## src/pkg/sfs_consts.svh

```systemverilog
`ifndef SFS_CONSTS_SVH
`define SFS_CONSTS_SVH

// opcodes
`define SFS_OP_NOP        8'h00
`define SFS_OP_WRITE_STATUS_CMD       8'h01
`define SFS_OP_PP         8'h02
`define SFS_OP_PP4        8'h12
`define SFS_OP_WRDI       8'h04
`define SFS_OP_RDSR       8'h05
`define SFS_OP_WRITE_ENABLE_CMD       8'h06
`define SFS_OP_RDCR       8'h15
`define SFS_OP_SE         8'h20
`define SFS_OP_SE4        8'h21
`define SFS_OP_QEN        8'h35
`define SFS_OP_HBE        8'h52
`define SFS_OP_HBE4       8'h5C
`define SFS_OP_CE         8'h60
`define SFS_OP_CE2        8'hC7
`define SFS_OP_RESET_ARM_CMD      8'h66
`define SFS_OP_RST        8'h99
`define SFS_OP_REMS       8'h90
`define SFS_OP_BE         8'hD8
`define SFS_OP_BE4        8'hDC
`define SFS_OP_QEX        8'hF5
`define SFS_OP_PRD        8'h27
`define SFS_OP_PW0        8'h28
`define SFS_OP_PW1        8'h29
`define SFS_OP_PX0        8'hE0
`define SFS_OP_PX1        8'hE1
`define SFS_OP_PX2        8'hE2

// frame lengths in data bits; dummy length in serial clocks
`define SFS_LEN_OP        16'h0008
`define SFS_LEN_SR        16'h0010
`define SFS_LEN_SRCR      16'h0018
`define SFS_LEN_REMS      16'h0020
`define SFS_LEN_ADDR4     16'h0028
`define SFS_LEN_DATA1     16'h0030
`define SFS_LEN_NONE      16'hFFFF
`define SFS_DUMMY_CLKS    16'h0008

// status layout
`define SFS_SR_BUSY       0
`define SFS_SR_WEL        1
`define SFS_SR_BP_LO      2
`define SFS_SR_BP_HI      5
`define SFS_SR_QUAD       6
`define SFS_BP_RESET      4'h0
`define SFS_CFG_RESET     8'h07

// protection geometry
`define SFS_ARRAY_SPAN    26'h200_0000
`define SFS_BLOCK_SPAN    26'h001_0000
`define SFS_BP_ALL        4'hA

// timing
`define SFS_CLK_NS        4
`define SFS_WRITE_STATUS_CMD_NS       40
`define SFS_WRITE_STATUS_CMD_CYC      ((`SFS_WRITE_STATUS_CMD_NS + `SFS_CLK_NS - 1) / `SFS_CLK_NS)

`endif

```

## src/pkg/sfs_pkg.sv

```systemverilog
package sfs_pkg;

	typedef enum logic [2:0] {
		SFS_ARR_NONE,
		SFS_ARR_PROGRAM,
		SFS_ARR_SECTOR,
		SFS_ARR_HALF_BLOCK,
		SFS_ARR_BLOCK,
		SFS_ARR_CHIP
	} sfs_arr_op_t;

	typedef enum logic [1:0] {
		SFS_ST_READY,
		SFS_ST_STATUS_WR,
		SFS_ST_ARRAY
	} sfs_state_t;

endpackage

```

## src/design/sfs_core.sv

```systemverilog
`timescale 1ns/1ps
`default_nettype none
`include "sfs_consts.svh"

module sfs_core (
	input  wire logic                 i_clk_sys,
	input  wire logic                 i_rst,
	input  wire logic                 i_sclk,
	input  wire logic                 i_cs_n,
	input  wire logic [3:0]           i_io,
	output logic      [3:0]           o_io,
	output logic      [3:0]           o_io_oe_n,
	output logic                      o_op_start,
	output sfs_pkg::sfs_arr_op_t      o_op_kind,
	output logic      [31:0]          o_op_addr,
	input  wire logic                 i_op_done,
	output logic                      o_prot_cmd,
	output logic      [7:0]           o_prot_opcode,
	output logic      [31:0]          o_prot_addr,
	output logic      [7:0]           o_prot_data,
	input  wire logic [7:0]           i_prot_rdata,
	input  wire logic [7:0]           i_maker_id,
	input  wire logic [7:0]           i_device_id,
	output logic      [7:0]           o_status,
	output logic      [7:0]           o_configuration_bits,
	output logic                      o_quad_command_mode,
	output logic                      o_sw_reset
);

	function automatic logic prot_hit(input logic [3:0] lvl, input logic [31:0] a);
		logic [25:0] span;
		begin
			span = `SFS_BLOCK_SPAN << (lvl - 4'h1);
			if (lvl == 4'h0)
				prot_hit = 1'b0;
			else if (lvl >= `SFS_BP_ALL)
				prot_hit = 1'b1;
			else
				prot_hit = {1'b0, a[24:0]} >= (`SFS_ARRAY_SPAN - span);
		end
	endfunction

	function automatic logic [15:0] resp_start(input logic [7:0] op, input logic quad);
		begin
			if (op == `SFS_OP_RDSR || op == `SFS_OP_RDCR)
				resp_start = `SFS_LEN_OP;
			else if (op == `SFS_OP_REMS)
				resp_start = `SFS_LEN_REMS;
			else if (op == `SFS_OP_PRD)
				resp_start = `SFS_LEN_ADDR4 + (quad ? (`SFS_DUMMY_CLKS << 2) : `SFS_DUMMY_CLKS);
			else
				resp_start = `SFS_LEN_NONE;
		end
	endfunction

	// pin synchronisers; the first stage feeds only the second
	logic        sclk_m_q, sclk_s_q, sclk_p_q;
	logic        cs_m_q, cs_s_q, cs_p_q;
	logic [3:0]  io_m_q, io_s_q;

	always_ff @(posedge i_clk_sys or posedge i_rst)
		if (i_rst)
		begin
			sclk_m_q <= 1'b0;
			sclk_s_q <= 1'b0;
			sclk_p_q <= 1'b0;
			cs_m_q   <= 1'b1;
			cs_s_q   <= 1'b1;
			cs_p_q   <= 1'b1;
			io_m_q   <= 4'h0;
			io_s_q   <= 4'h0;
		end
		else
		begin
			sclk_m_q <= i_sclk;
			sclk_s_q <= sclk_m_q;
			sclk_p_q <= sclk_s_q;
			cs_m_q   <= i_cs_n;
			cs_s_q   <= cs_m_q;
			cs_p_q   <= cs_s_q;
			io_m_q   <= i_io;
			io_s_q   <= io_m_q;
		end

	logic rise, fall, fend;
	assign rise = sclk_s_q & ~sclk_p_q & ~cs_s_q;
	assign fall = ~sclk_s_q & sclk_p_q & ~cs_s_q;
	assign fend = cs_s_q & ~cs_p_q;

	logic                 quad_q;
	logic [15:0]          bits_q, bits_d;
	logic [7:0]           sh_q, sh_d, op_q, data1_q, data2_q;
	logic [31:0]          addr_q;
	logic [3:0]           bp_q;
	logic                 wel_q, arm_q;
	logic [7:0]           cfg_q;
	sfs_pkg::sfs_state_t  state_q;
	logic [7:0]           tmr_q;

	// input shifting: four bits a clock in quad command mode, one otherwise
	always_comb
	begin
		bits_d = bits_q;
		sh_d   = sh_q;
		if (rise)
		begin
			bits_d = (bits_q >= 16'hFFF0) ? bits_q : bits_q + (quad_q ? 16'h0004 : 16'h0001);
			sh_d   = quad_q ? {sh_q[3:0], io_s_q} : {sh_q[6:0], io_s_q[0]};
		end
	end

	logic       byte_done;
	logic [15:0] byte_no;
	assign byte_done = rise && (bits_d[2:0] == 3'h0);
	assign byte_no   = bits_d >> 3;

	always_ff @(posedge i_clk_sys or posedge i_rst)
		if (i_rst)
		begin
			bits_q  <= 16'h0000;
			sh_q    <= 8'h00;
			op_q    <= `SFS_OP_NOP;
			addr_q  <= 32'h0000_0000;
			data1_q <= 8'h00;
			data2_q <= 8'h00;
		end
		else if (cs_s_q)
		begin
			bits_q <= 16'h0000;
		end
		else
		begin
			bits_q <= bits_d;
			sh_q   <= sh_d;
			if (byte_done)
			begin
				if (byte_no == 16'h0001)
					op_q <= sh_d;
				// an id read replies from byte 5 on; its address byte must not be pushed out
				else if (byte_no <= 16'h0005 && !(op_q == `SFS_OP_REMS && byte_no == 16'h0005))
					addr_q <= {addr_q[23:0], sh_d};
				if (byte_no == 16'h0002)
					data1_q <= sh_d;
				if (byte_no == 16'h0003)
					data2_q <= sh_d;
				if (byte_no == 16'h0006)
					data1_q <= sh_d;
			end
		end

	// frame-end decode; only whole frames of the right length act
	logic                  busy, aligned;
	logic                  is_one, is_write_enable_cmd, is_wrdi, is_rst, is_write_status_cmd, is_qen, is_qex, is_prot;
	logic                  op_req, op_hit;
	sfs_pkg::sfs_arr_op_t  op_kind;

	assign busy    = (state_q != sfs_pkg::SFS_ST_READY);
	assign aligned = (bits_q[2:0] == 3'h0);
	assign is_one  = fend && (bits_q == `SFS_LEN_OP) && !busy;
	assign is_write_enable_cmd = is_one && op_q == `SFS_OP_WRITE_ENABLE_CMD;
	assign is_wrdi = is_one && op_q == `SFS_OP_WRDI;
	assign is_rst  = is_one && op_q == `SFS_OP_RST && arm_q;
	assign is_qen  = is_one && op_q == `SFS_OP_QEN;
	assign is_qex  = is_one && op_q == `SFS_OP_QEX;
	assign is_write_status_cmd = fend && !busy && wel_q && op_q == `SFS_OP_WRITE_STATUS_CMD
		&& (bits_q == `SFS_LEN_SR || bits_q == `SFS_LEN_SRCR);
	assign is_prot = fend && !busy && !quad_q && aligned && bits_q >= `SFS_LEN_DATA1
		&& (op_q == `SFS_OP_PX2 || op_q == `SFS_OP_PX1 || op_q == `SFS_OP_PX0
		|| op_q == `SFS_OP_PW0 || op_q == `SFS_OP_PW1);

	always_comb
	begin
		op_kind = sfs_pkg::SFS_ARR_NONE;
		op_req  = 1'b0;
		if (fend && !busy)
		begin
			if ((op_q == `SFS_OP_PP || op_q == `SFS_OP_PP4) && aligned
				&& bits_q >= `SFS_LEN_DATA1)
				op_kind = sfs_pkg::SFS_ARR_PROGRAM;
			else if ((op_q == `SFS_OP_SE || op_q == `SFS_OP_SE4) && bits_q == `SFS_LEN_ADDR4)
				op_kind = sfs_pkg::SFS_ARR_SECTOR;
			else if ((op_q == `SFS_OP_HBE || op_q == `SFS_OP_HBE4) && bits_q == `SFS_LEN_ADDR4)
				op_kind = sfs_pkg::SFS_ARR_HALF_BLOCK;
			else if ((op_q == `SFS_OP_BE || op_q == `SFS_OP_BE4) && bits_q == `SFS_LEN_ADDR4)
				op_kind = sfs_pkg::SFS_ARR_BLOCK;
			else if ((op_q == `SFS_OP_CE || op_q == `SFS_OP_CE2) && bits_q == `SFS_LEN_OP)
				op_kind = sfs_pkg::SFS_ARR_CHIP;
			op_req = (op_kind != sfs_pkg::SFS_ARR_NONE) && wel_q;
		end
	end

	// chip erase only with level zero; others check the target address
	assign op_hit = (op_kind == sfs_pkg::SFS_ARR_CHIP) ? (bp_q != 4'h0)
		: prot_hit(bp_q, addr_q);

	// arm survives only until the next whole opcode byte
	always_ff @(posedge i_clk_sys or posedge i_rst)
		if (i_rst)
			arm_q <= 1'b0;
		else if (fend && bits_q >= `SFS_LEN_OP)
			arm_q <= (op_q == `SFS_OP_RESET_ARM_CMD) && (bits_q == `SFS_LEN_OP);

	always_ff @(posedge i_clk_sys or posedge i_rst)
		if (i_rst)
			quad_q <= 1'b0;
		else if (is_rst || is_qex)
			quad_q <= 1'b0;
		else if (is_qen)
			quad_q <= 1'b1;

	// busy sequencing
	always_ff @(posedge i_clk_sys or posedge i_rst)
		if (i_rst)
		begin
			state_q <= sfs_pkg::SFS_ST_READY;
			tmr_q   <= 8'h00;
		end
		else
		begin
			case (state_q)
				sfs_pkg::SFS_ST_READY:
					if (is_write_status_cmd)
					begin
						state_q <= sfs_pkg::SFS_ST_STATUS_WR;
						tmr_q   <= 8'(`SFS_WRITE_STATUS_CMD_CYC - 1);
					end
					else if (op_req && !op_hit)
						state_q <= sfs_pkg::SFS_ST_ARRAY;
				sfs_pkg::SFS_ST_STATUS_WR:
					if (tmr_q == 8'h00)
						state_q <= sfs_pkg::SFS_ST_READY;
					else
						tmr_q <= tmr_q - 8'h01;
				sfs_pkg::SFS_ST_ARRAY:
					if (i_op_done)
						state_q <= sfs_pkg::SFS_ST_READY;
				default:
					state_q <= sfs_pkg::SFS_ST_READY;
			endcase
		end

	// write-enable latch; completion clear takes priority only over no event
	always_ff @(posedge i_clk_sys or posedge i_rst)
		if (i_rst)
			wel_q <= 1'b0;
		else if (is_write_enable_cmd)
			wel_q <= 1'b1;
		else if (is_wrdi || is_rst)
			wel_q <= 1'b0;
		else if (op_req && op_hit)
			wel_q <= 1'b0;
		else if (state_q == sfs_pkg::SFS_ST_ARRAY && i_op_done)
			wel_q <= 1'b0;
		else if (state_q == sfs_pkg::SFS_ST_STATUS_WR && tmr_q == 8'h00)
			wel_q <= 1'b0;

	// protect level is kept across soft reset, as it models stored bits
	always_ff @(posedge i_clk_sys or posedge i_rst)
		if (i_rst)
		begin
			bp_q  <= `SFS_BP_RESET;
			cfg_q <= `SFS_CFG_RESET;
		end
		else if (is_rst)
			cfg_q <= `SFS_CFG_RESET;
		else if (is_write_status_cmd)
		begin
			bp_q <= data1_q[`SFS_SR_BP_HI:`SFS_SR_BP_LO];
			if (bits_q == `SFS_LEN_SRCR)
				cfg_q <= data2_q;
		end

	// requests toward the array and the protection logic
	always_ff @(posedge i_clk_sys or posedge i_rst)
		if (i_rst)
		begin
			o_op_start    <= 1'b0;
			o_op_kind     <= sfs_pkg::SFS_ARR_NONE;
			o_op_addr     <= 32'h0000_0000;
			o_prot_cmd    <= 1'b0;
			o_prot_opcode <= 8'h00;
			o_prot_addr   <= 32'h0000_0000;
			o_prot_data   <= 8'h00;
			o_sw_reset    <= 1'b0;
		end
		else
		begin
			o_op_start <= op_req && !op_hit;
			o_prot_cmd <= is_prot;
			o_sw_reset <= is_rst;
			if (op_req && !op_hit)
			begin
				o_op_kind <= op_kind;
				o_op_addr <= addr_q;
			end
			if (is_prot)
			begin
				o_prot_opcode <= op_q;
				o_prot_addr   <= addr_q;
				o_prot_data   <= data1_q;
			end
		end

	assign o_status = {1'b0, 1'b1, bp_q, wel_q, busy};

	// read replies, shifted out on the falling serial clock
	logic [15:0] rs, k;
	logic [7:0]  rbyte, tx_q;
	logic [3:0]  io_q;
	logic        drive_q;

	assign rs = resp_start(op_q, quad_q);
	assign k  = (bits_q - rs) >> 3;

	always_comb
	begin
		if (op_q == `SFS_OP_RDSR)
			rbyte = o_status;
		else if (op_q == `SFS_OP_RDCR)
			rbyte = cfg_q;
		else if (op_q == `SFS_OP_REMS)
			rbyte = (k[0] ^ addr_q[0]) ? i_device_id : i_maker_id;
		else
			rbyte = i_prot_rdata;
	end

	always_ff @(posedge i_clk_sys or posedge i_rst)
		if (i_rst)
		begin
			tx_q    <= 8'h00;
			io_q    <= 4'h0;
			drive_q <= 1'b0;
		end
		else if (cs_s_q)
		begin
			drive_q <= 1'b0;
			io_q    <= 4'h0;
		end
		else if (fall && rs != `SFS_LEN_NONE && bits_q >= rs)
		begin
			drive_q <= 1'b1;
			if (((bits_q - rs) & 16'h0007) == 16'h0000)
			begin
				tx_q <= quad_q ? {rbyte[3:0], 4'h0} : {rbyte[6:0], 1'b0};
				io_q <= quad_q ? rbyte[7:4] : {2'b00, rbyte[7], 1'b0};
			end
			else
			begin
				tx_q <= quad_q ? {tx_q[3:0], 4'h0} : {tx_q[6:0], 1'b0};
				io_q <= quad_q ? tx_q[7:4] : {2'b00, tx_q[7], 1'b0};
			end
		end

	assign o_io                 = io_q;
	assign o_io_oe_n            = !drive_q ? 4'hF : (quad_q ? 4'h0 : 4'hD);
	assign o_configuration_bits = cfg_q;
	assign o_quad_command_mode  = quad_q;

endmodule

`default_nettype wire

```

## config.mk

```make
export PLATFORM = sky130hd
export DESIGN_NAME = sfs_core
export DESIGN_NICKNAME = d
export VERILOG_FILES = /design/src/pkg/sfs_pkg.sv /design/src/design/sfs_core.sv
export VERILOG_INCLUDE_DIRS = /design/src /design/src/pkg
export SDC_FILE = /design/constraint.sdc
export NUM_CORES = 1
export LEC_CHECK = 0
export BUFFER_PORTS_ARGS = -buffer_cell sky130_fd_sc_hd__buf_2
export CAP_MARGIN = 10
export CORE_ASPECT_RATIO = 0.5
export CORE_UTILIZATION = 52
export CTS_CLUSTER_SIZE = 20
export DETAILED_ROUTE_END_ITERATION = 16
export PLACE_DENSITY = 0.78
export SYNTH_ARGS = -nofsm -noshare
export SYNTH_HDL_FRONTEND = slang
export SYNTH_SLANG_ARGS = --single-unit
```

## constraint.sdc

```tcl
create_clock -name i_clk_sys -period 7.2 [get_ports i_clk_sys]
set_input_delay 1.44 -clock i_clk_sys [delete_from_list [all_inputs] [get_ports i_clk_sys]]
set_output_delay 1.44 -clock i_clk_sys [all_outputs]
set_load 0.05 [all_outputs]
```

After elaboration in Yosys (flattened, before gate mapping) --
Index checks and enable logic that the tools add are counted.
Storage, ports and cells: register bits after elaboration 218, bits of input ports 33, output and inout port bits 111, word-level logic and storage cells 235
Operators by class: add/sub/neg operators 6, $lt $le $gt $ge 7, equality and inequality tests 44, shifts and indexed selects 1, muxes and demuxes 57, bitwise operators 12, reductions and logical operators 76
Operators with widths (number):
- $mux 8 | 16
- $mux 16 | 6
- $eq 8x8->1 const B | 9
- $eq 8x6->1 const B | 6
- $logic_and 1x1->1 | 34
- $eq 16x5->1 const B | 2
- $eq 8x7->1 const B | 4
- $mux 4 | 7
- $eq 13x2->1 const B | 2
- $eq 13x3->1 const B | 2
- $ge 25x26->1 | 1
- $shl 17x4->26 const A | 1
- $sub 26x26->26 const A | 1
- $eq 8x3->1 const B | 3
- $mux 3 | 8
- $add 16x3->16 | 1
- $eq 16x4->1 const B | 1
- $eq 16x6->1 const B | 1
- $eq 8x5->1 const B | 2
- $ge 16x16->1 | 1
- $ge 16x16->1 const B | 1
- $ge 16x4->1 const B | 1
- $ge 16x6->1 const B | 1
- $logic_not 16->1 | 1
- other kinds (36) | 91

Longest topological paths before layout --
Gate-level depths: netlist (run 1).
depth in word-level cells 17, gate-level depth with buffers 16, gate-level depth less buffers 14

Least setup slack after synthesis (run 1) --
No wires, ideal clock.
path type register to register, from reg op_q[0], to reg io_q[1], in the netlist o_io[1], setup time 126 ps, arrival time 4038 ps, required time 7074 ps, setup slack 3036 ps, cell stages (with the launch flop) 16, path buffers 2, period minus slack after synthesis 4164 ps, cell sequence dfrtp_1 clkbuf_1 or2_2 or4_1 and3_1 inv_1 ha_1 nor2b_1 o21ai_0 and3_1 or2_2 buf_1 mux2_2 a221oi_1 a21oi_1 a221o_1
On the way: longest elaborated chain between the ends 14, elaborated cells between the ends (all ways) 24, those cells by class 1 x add/sub; 1 x order compare; 5 x eq/ne; 11 x mux; 1 x bitwise; 5 x reduce/logical
Ends and longest elaborated chain:
- start: declaration | line sfs_core.sv:92 | logic [7:0] sh_q, sh_d, op_q, data1_q, data2_q;
- start signal: assignment | line sfs_core.sv:122 | op_q <= `SFS_OP_NOP;
- $eq 8x6->1 (no line)
- $mux 16 | line sfs_core.sv:49 | else if (op == `SFS_OP_PRD)
- $mux 16 | line sfs_core.sv:47 | else if (op == `SFS_OP_REMS)
- $mux 16 | line sfs_core.sv:45 | if (op == `SFS_OP_RDSR || op == `SFS_OP_RDCR)
- $sub 4x4->4 | line sfs_core.sv:342 | if (((bits_q - rs) & 16'h0007) == 16'h0000)
- $xor 1x1->1 | line sfs_core.sv:322 | rbyte = (k[0] ^ addr_q[0]) ? i_device_id : i_maker_id;
- $mux 8 | line sfs_core.sv:322
- $mux 8 | line sfs_core.sv:321 | else if (op_q == `SFS_OP_REMS)
- $mux 8 | line sfs_core.sv:319 | else if (op_q == `SFS_OP_RDCR)
- $mux 8 | line sfs_core.sv:317 | if (op_q == `SFS_OP_RDSR)
- $mux 4 | line sfs_core.sv:345 | io_q <= quad_q ? rbyte[7:4] : {2'b00, rbyte[7], 1'b0};
- $mux 4 | line sfs_core.sv:342
- $mux 4 | line sfs_core.sv:339 | else if (fall && rs != `SFS_LEN_NONE && bits_q >= rs)
- $mux 4 | line sfs_core.sv:334 | else if (cs_s_q)
- end signal: assignment | line sfs_core.sv:345
- end signal: assignment | line sfs_core.sv:350 | io_q <= quad_q ? tx_q[7:4] : {2'b00, tx_q[7], 1'b0};
- end: declaration | line sfs_core.sv:309 | logic [3:0] io_q;
Parallel ways exist; a longest one is shown, timed or not. The select of a mux whose other input is x is not followed. A chain may end at the register's enable or synchronous reset.

Final worst setup path (run 1) --
from reg op_q[1], to reg io_q[1], in the netlist o_io[1]
The elaborated chain is that of the path after synthesis.

==> metrics.txt, run 1 <==
Final Max Slew Viols=0; Num CTS Buffers=20; Leak=6.245 nW; Setup CP Type=register to register; initial detailed-routing violation count=460; Yosys top cell area share=0.5030; most common cell in the synthesized netlist=dfrtp_1; Syn Std Cell Area=10500 µm²; fin crit share=0.6510; layout cell share with drive strength beyond 1=0.2762; Reg2Reg Setup Slack=2510 ps; Commonest cells post-synth=211 x dfrtp_1, 185 x nand2_1, 85 x mux2_2, 71 x nor2_1, 40 x o21ai_0; post-cts resize count=0; DRC viols=0; post-synthesis register bit count=217; Crit path largest cell delay=740 ps; Vias/cell=5.688; placed insts=1345; vias=7855; setup slack at placement=2541 ps; Sinks on Clock Net=217; crit path launch type=register; Final Routed Wirelength=25820 µm; Nets=1165; H-Tree Depth=1; WL/cell=18.69 µm; cell chain of the critical path=or2_2 -> or4_1 -> and3_1 -> inv_1 -> ha_1 -> nor2b_1 -> o21ai_0 -> a21oi_1 -> or2_2 -> mux2_2 -> a221oi_1 -> a21oi_1 -> a221o_1; standard-cell row count=36; Post-CTS Setup Repair Bufs=0; Slew headroom=0.2589; top cells by area, synth=dfrtp_1 50%, mux2_2 9.1%, nand2_1 6.6%; Post-synth ARST share=1.000; synthesized net count=1053; Distinct cells, synth=79; fin worst setup slack=2513 ps; Worst-Skew Late Latency=510 ps; CTS tree=done; antenna violations before repair=0; largest net degree at the start of global routing=74; grt total ovfl=0; Pwr Density=205.9 nW/µm²; Setup violations, final=0; crit path DAT=5070 ps; number of flops mapped to enable cells by yosys=0; IO Port Bufs=141; Primary FF master, synth=dfrtp_1; setup_tns=0 ps; cell count after synthesis=989; Longest Clk Path Bufs=3; Die Span Y=102.5 µm; status=finished, final reports clean; global-route wire length before repair=41270 µm; CP max-delay cell=or4_1; CP Capture Type=register; unrepaired setup endpoints after global routing=no; GRT Util Overall=0.2536; Ant. Diodes=0; die outline width=202.9 µm; DPL Wire Length=18000 µm; Max FO, Critical Path=13; minimum clock period=4687 ps; area of the die=20790 µm²; Hold Crit Class=register to register; non-filler cells, final=1381; Initial Utilization=0.5357; DRT Pass-1 Iters=5; Hold Slack=352.5 ps; hold buffer count at CTS=0; Syn Area/Cell=10.61 µm²; worst-margin pin slew=1112 ps; maximum VDD drop=127.3 µV; Worst Clk Skew=21.92 ps; Req. time, crit path=7580 ps; Syn-to-layout area delta=13.92%; vias in the first global route=7461; Syn. warnings=0; antenna viol nets, final=0; Final Wtd Congestion=0.9587; IO Pins=144; core area=19590 µm²; final hold vios=0; Worst-path clk slew=60 ps; post-synthesis sequential area ratio=0.5181; Achievable Freq=0.2134 GHz; MaxCap Viol Count=0; CTS Root Cell=clkbuf_16; area leader, netlist=dfrtp_1
[worst max-delay path, delay by kind of cell, from the launching register on]
kind / cells / cell delay [ps]
AOI/OAI and AO/OA: 5 / 1110
buffers and inverters: 1 / 340
and+or+nand+nor: 5 / 1950
DFF: 1 / 520
adders and majority gates: 1 / 330
muxes: 1 / 310
[layout by cell type, fill, tap and decap left out, types with 18 or more instances in the layout]
cell / netlist / layout
dfrtp_1: 211 / 211
o21ai_0: 40 / 40
buf_2: 9 / 141
clkbuf_16: 0 / 20
nor3_1: 18 / 18
nor2_1: 71 / 71
ha_1: 30 / 30
a21oi_1: 28 / 28
mux2i_1: 20 / 20
nand2_1: 185 / 185
mux2_2: 85 / 85
[cell type report]
cell class / count / area (µm²)
sequential: 217 / 5438
timing repair buffer: 149 / 765.7
clock buffer: 28 / 560.5
clock inverter: 8 / 101.3
tap: 266 / 332.8
fill: 1612 / 7636
inverter: 18 / 71.32
multi-input combinational: 695 / 4688
[final timing paths]
path | endpoint | depth (start not counted) | startpoint
setup / recovery | o_io[1] | 13 | op_q[1]
hold / removal | sclk_s_q | 0 | sclk_m_q
setup reg to reg | o_io[1] | 13 | op_q[1]
hold reg to reg | sclk_s_q | 0 | sclk_m_q
max in group asynchronous | bits_q[3] | 3 | i_rst
min in group asynchronous | o_prot_addr[22] | 2 | i_rst
[cell families after synthesis]
logic type,share of synthesized area
AO/OA/AOI/OAI,0.07856
XOR/XNOR,0.01669
adder cells (fa/ha/maj),0.03767
buffers and inverters,0.03600
flip-flops,0.5181
multiplexers,0.1274
other,0.0007155
AND/OR/NAND/NOR,0.1849
[power breakdown]
group          switching (mW)  internal (mW)  total, mW
clock                   0.471          0.619       1.09
combinational          0.0765         0.0336      0.110
sequential             0.0212           1.24       1.26
[metal layers]
metal,vias up,GRT usage,share of wire
met2,248,0.4002,0.45
met4,0,0.06420,0.023
met1,3889,0.3664,0.47
li1,3668,-,-
met3,50,0.04401,0.056
met5,-,0,0
[registers in the layout, summed over array words and instances, names as in the netlist, 7 cells and up]
register,flops
o_prot_data,8
bits_q,16
op_q,8
addr_q,32
o_prot_addr,32
o_configuration_bits,8
tx_q,7
sh_q,8
data2_q,8
data1_q,8
o_prot_opcode,8
o_op_addr,32
tmr_q,8
[metrics by stage]
step / utilization / power (mW) / cell area (µm²)
floorplan: - / 1.348 / 10500
global placement: 0.5765 / 1.392 / 11300
detailed placement: 0.5765 / 1.395 / 11300
CTS: 0.6103 / 2.477 / 11960
global route: 0.6103 / 2.541 / 11960
finish: 0.6103 / 2.462 / 11960
(Power assumes the default switching activity.)
==> inputs of run 2 (changes only) <==
clock period = 4.2 ns   (was 7.2 ns; I/O delays follow)
==> run 2 against run 1 <==
Register-to-register slack got worse by 2200 ps. Sequential share of layout area fell by 0.63 points. Core utilization is 0.90 points higher. Fmax grew 20%. Flip-flop and latch count unchanged. Combinational power rose by 77%. Die area is the same. Largest power group unchanged. Critical path type unchanged.
==> metrics.txt, run 2 (synthesis gave the netlist of run 1 again) <==
Longest Clk Path Bufs=3; Die Span Y=102.5 µm; Hold Path Depth=0; Hold Crit Class=register to register; maximum VDD drop=228.6 µV; Setup violations, final=0; Fillers=1598; final hold vios=0; worst-case hold path end point=sclk_s_q; DPL Wire Length=18970 µm; Worst-path clk slew=70 ps; Worst Clk Skew=18.16 ps; Final Max Slew Viols=0; antenna violations before repair=0; Syn-to-layout area delta=15.60%; status=finished, final reports clean; GR Util met3=0.03540; Nets=1185; Reg2Reg Setup Slack=300 ps; Slew headroom=0.3548; IO Pins=144; cell chain of the critical path=or2_2 -> or4_1 -> and3_1 -> inv_2 -> ha_1 -> nor2b_1 -> o21ai_1 -> and3_1 -> or2_4 -> mux2_2 -> a221oi_1 -> a21oi_1 -> a221o_1; setup slack at placement=114.5 ps; Leak=6.337 nW; GR Util met1=0.3731; biggest regs=addr_q x32, o_op_addr x32, o_prot_addr x32; Post-Place Cell Area=11480 µm²; Initial Utilization=0.5357; FF-to-FF End=o_io[1]; Crit path largest cell delay=520 ps; Setup CP Type=register to register; minimum clock period=3897 ps; Global Route met2 Usage=0.4207; most used cell along the critical path=and3_1; Top Usage Layer GRT=met2; CP Capture Type=register; IO Port Bufs=141; worst r2r src=op_q[0]; Final Cell Area=12130 µm²; grt total ovfl=0; Buf+Inv Stages, Crit Path=1; Pwr Density=341.6 nW/µm²; hold buffer count at CTS=0; area of the die=20790 µm²; WL/cell=18.87 µm; unrepaired setup endpoints after global routing=no; DRC viols=0; commonest non-fill, non-tap cell in the layout=dfrtp_1; global-route wire length before repair=42260 µm; crit path launch type=register; standard-cell row count=36; multi-input logic area=4695 µm²; largest net degree at the start of global routing=77; Final Wtd Congestion=0.8963; Vias/cell=5.640; CTS Root Cell=clkbuf_16; H-Tree Depth=1; CP top delay family=simple AND/OR/NAND/NOR gates; core area=19590 µm²; Num CTS Buffers=20; Final Routed Wirelength=26440 µm; Req. time, crit path=4590 ps; FF+latch area=5441 µm²; commonest cells after routing, fill and taps aside=208 x dfrtp_1, 185 x nand2_1, 141 x buf_2, 85 x mux2_2, 71 x nor2_1; MaxCap Viol Count=0; layout cell share with drive strength beyond 1=0.2952; crit path DAT=4280 ps; Worst Min Path Start=sclk_m_q; die outline width=202.9 µm; Achievable Freq=0.2566 GHz; R2R depth=13; setup_tns=0 ps; Max FO, Critical Path=9; worst-margin pin slew=967.8 ps; antenna viol nets, final=0; CP max-delay cell=or4_1; vias=7901; Ant. Diodes=0; vias in the first global route=7667; initial detailed-routing violation count=420; DRT Pass-1 Iters=5; fin crit share=0.9278; Sinks on Clock Net=217; Worst-Skew Late Latency=510 ps; fin worst setup slack=303.3 ps; CTS tree=done; GRT Util Overall=0.2584
-- run 2: cell types whose count changed in the layout (fill, tap and decap cells not counted), moves of 2 or more --
cell        previous run  this run
buf_4                  8        25
buf_12                 0         3
dfrtp_2                0         3
clkbuf_8               3         5
clkinvlp_4             1         3
clkbuf_1               5         3
bufinv_16              2         0
dfrtp_1              211       208
-- run 2: worst max path at each step --
stage / start / cells past startpoint / to / slack (ps)
6_report: op_q[0] / 13 / o_io[1] / 300
4_1_cts: op_q[0] / 13 / o_io[1] / 110
2_1_floorplan: op_q[0] / 15 / o_io[1] / 40
5_1_grt: op_q[0] / 13 / o_io[1] / 60
3_5_place_dp: op_q[0] / 13 / o_io[1] / 110
3_3_place_gp: op_q[0] / 13 / o_io[1] / 250
-- run 2: repair_timing --
action	4_1_cts	5_1_grt
gates resized for setup	0	7
buffers inserted	0	0
endpoints found under the setup margin	0	2
-- run 2: routing by layer --
| layer | wire length [µm] | part of all wire | up-vias |
|---|---|---|---|
| met5 | 0 | 0 | - |
| met4 | 510 | 0.019 | 0 |
| met2 | 12160 | 0.46 | 210 |
| met1 | 12500 | 0.47 | 3929 |
| met3 | 1268 | 0.048 | 42 |
| li1 | - | - | 3720 |
-- run 2: power breakdown --
group | total [mW] | internal [mW] | switching [mW] | leakage [nW]
clock network | 1.79 | 0.975 | 0.815 | 0.313
logic | 0.195 | 0.0623 | 0.133 | 3.08
registers | 2.16 | 2.13 | 0.0331 | 2.95
total | 4.14 | 3.16 | 0.980 | 6.34
-- run 2: worst reg2reg max path: stages, from the launching register on --
cell      delay (ps)
dfrtp_2          460
or2_2            350
or4_1            520
and3_1           230
inv_2            120
ha_1             240
nor2b_1          130
o21ai_1          150
and3_1           220
or2_4            200
mux2_2           350
a221oi_1         270
a21oi_1          150
a221o_1          370
-- run 2: area by class of cell --
| type | count | share of cell area |
|---|---|---|
| inverters | 18 | 0.005878 |
| well taps | 266 | 0.02743 |
| flip-flops and latches | 217 | 0.4484 |
| repair buffers | 169 | 0.07857 |
| multi-input cells | 695 | 0.3869 |
| clock inverters | 8 | 0.004949 |
| clock buffers | 28 | 0.04785 |
-- run 2: stage by stage --
stage	power (mW)	util	cells	hold slack [ps]
after floorplan	2.310	-	989	331.2
after global placement	2.389	0.5861	1365	333.7
after detailed placement	2.396	0.5861	1365	337.0
after CTS	4.170	0.6188	1401	351.4
after global routing	4.279	0.6193	1401	358.6
final	4.145	0.6193	1401	349.5
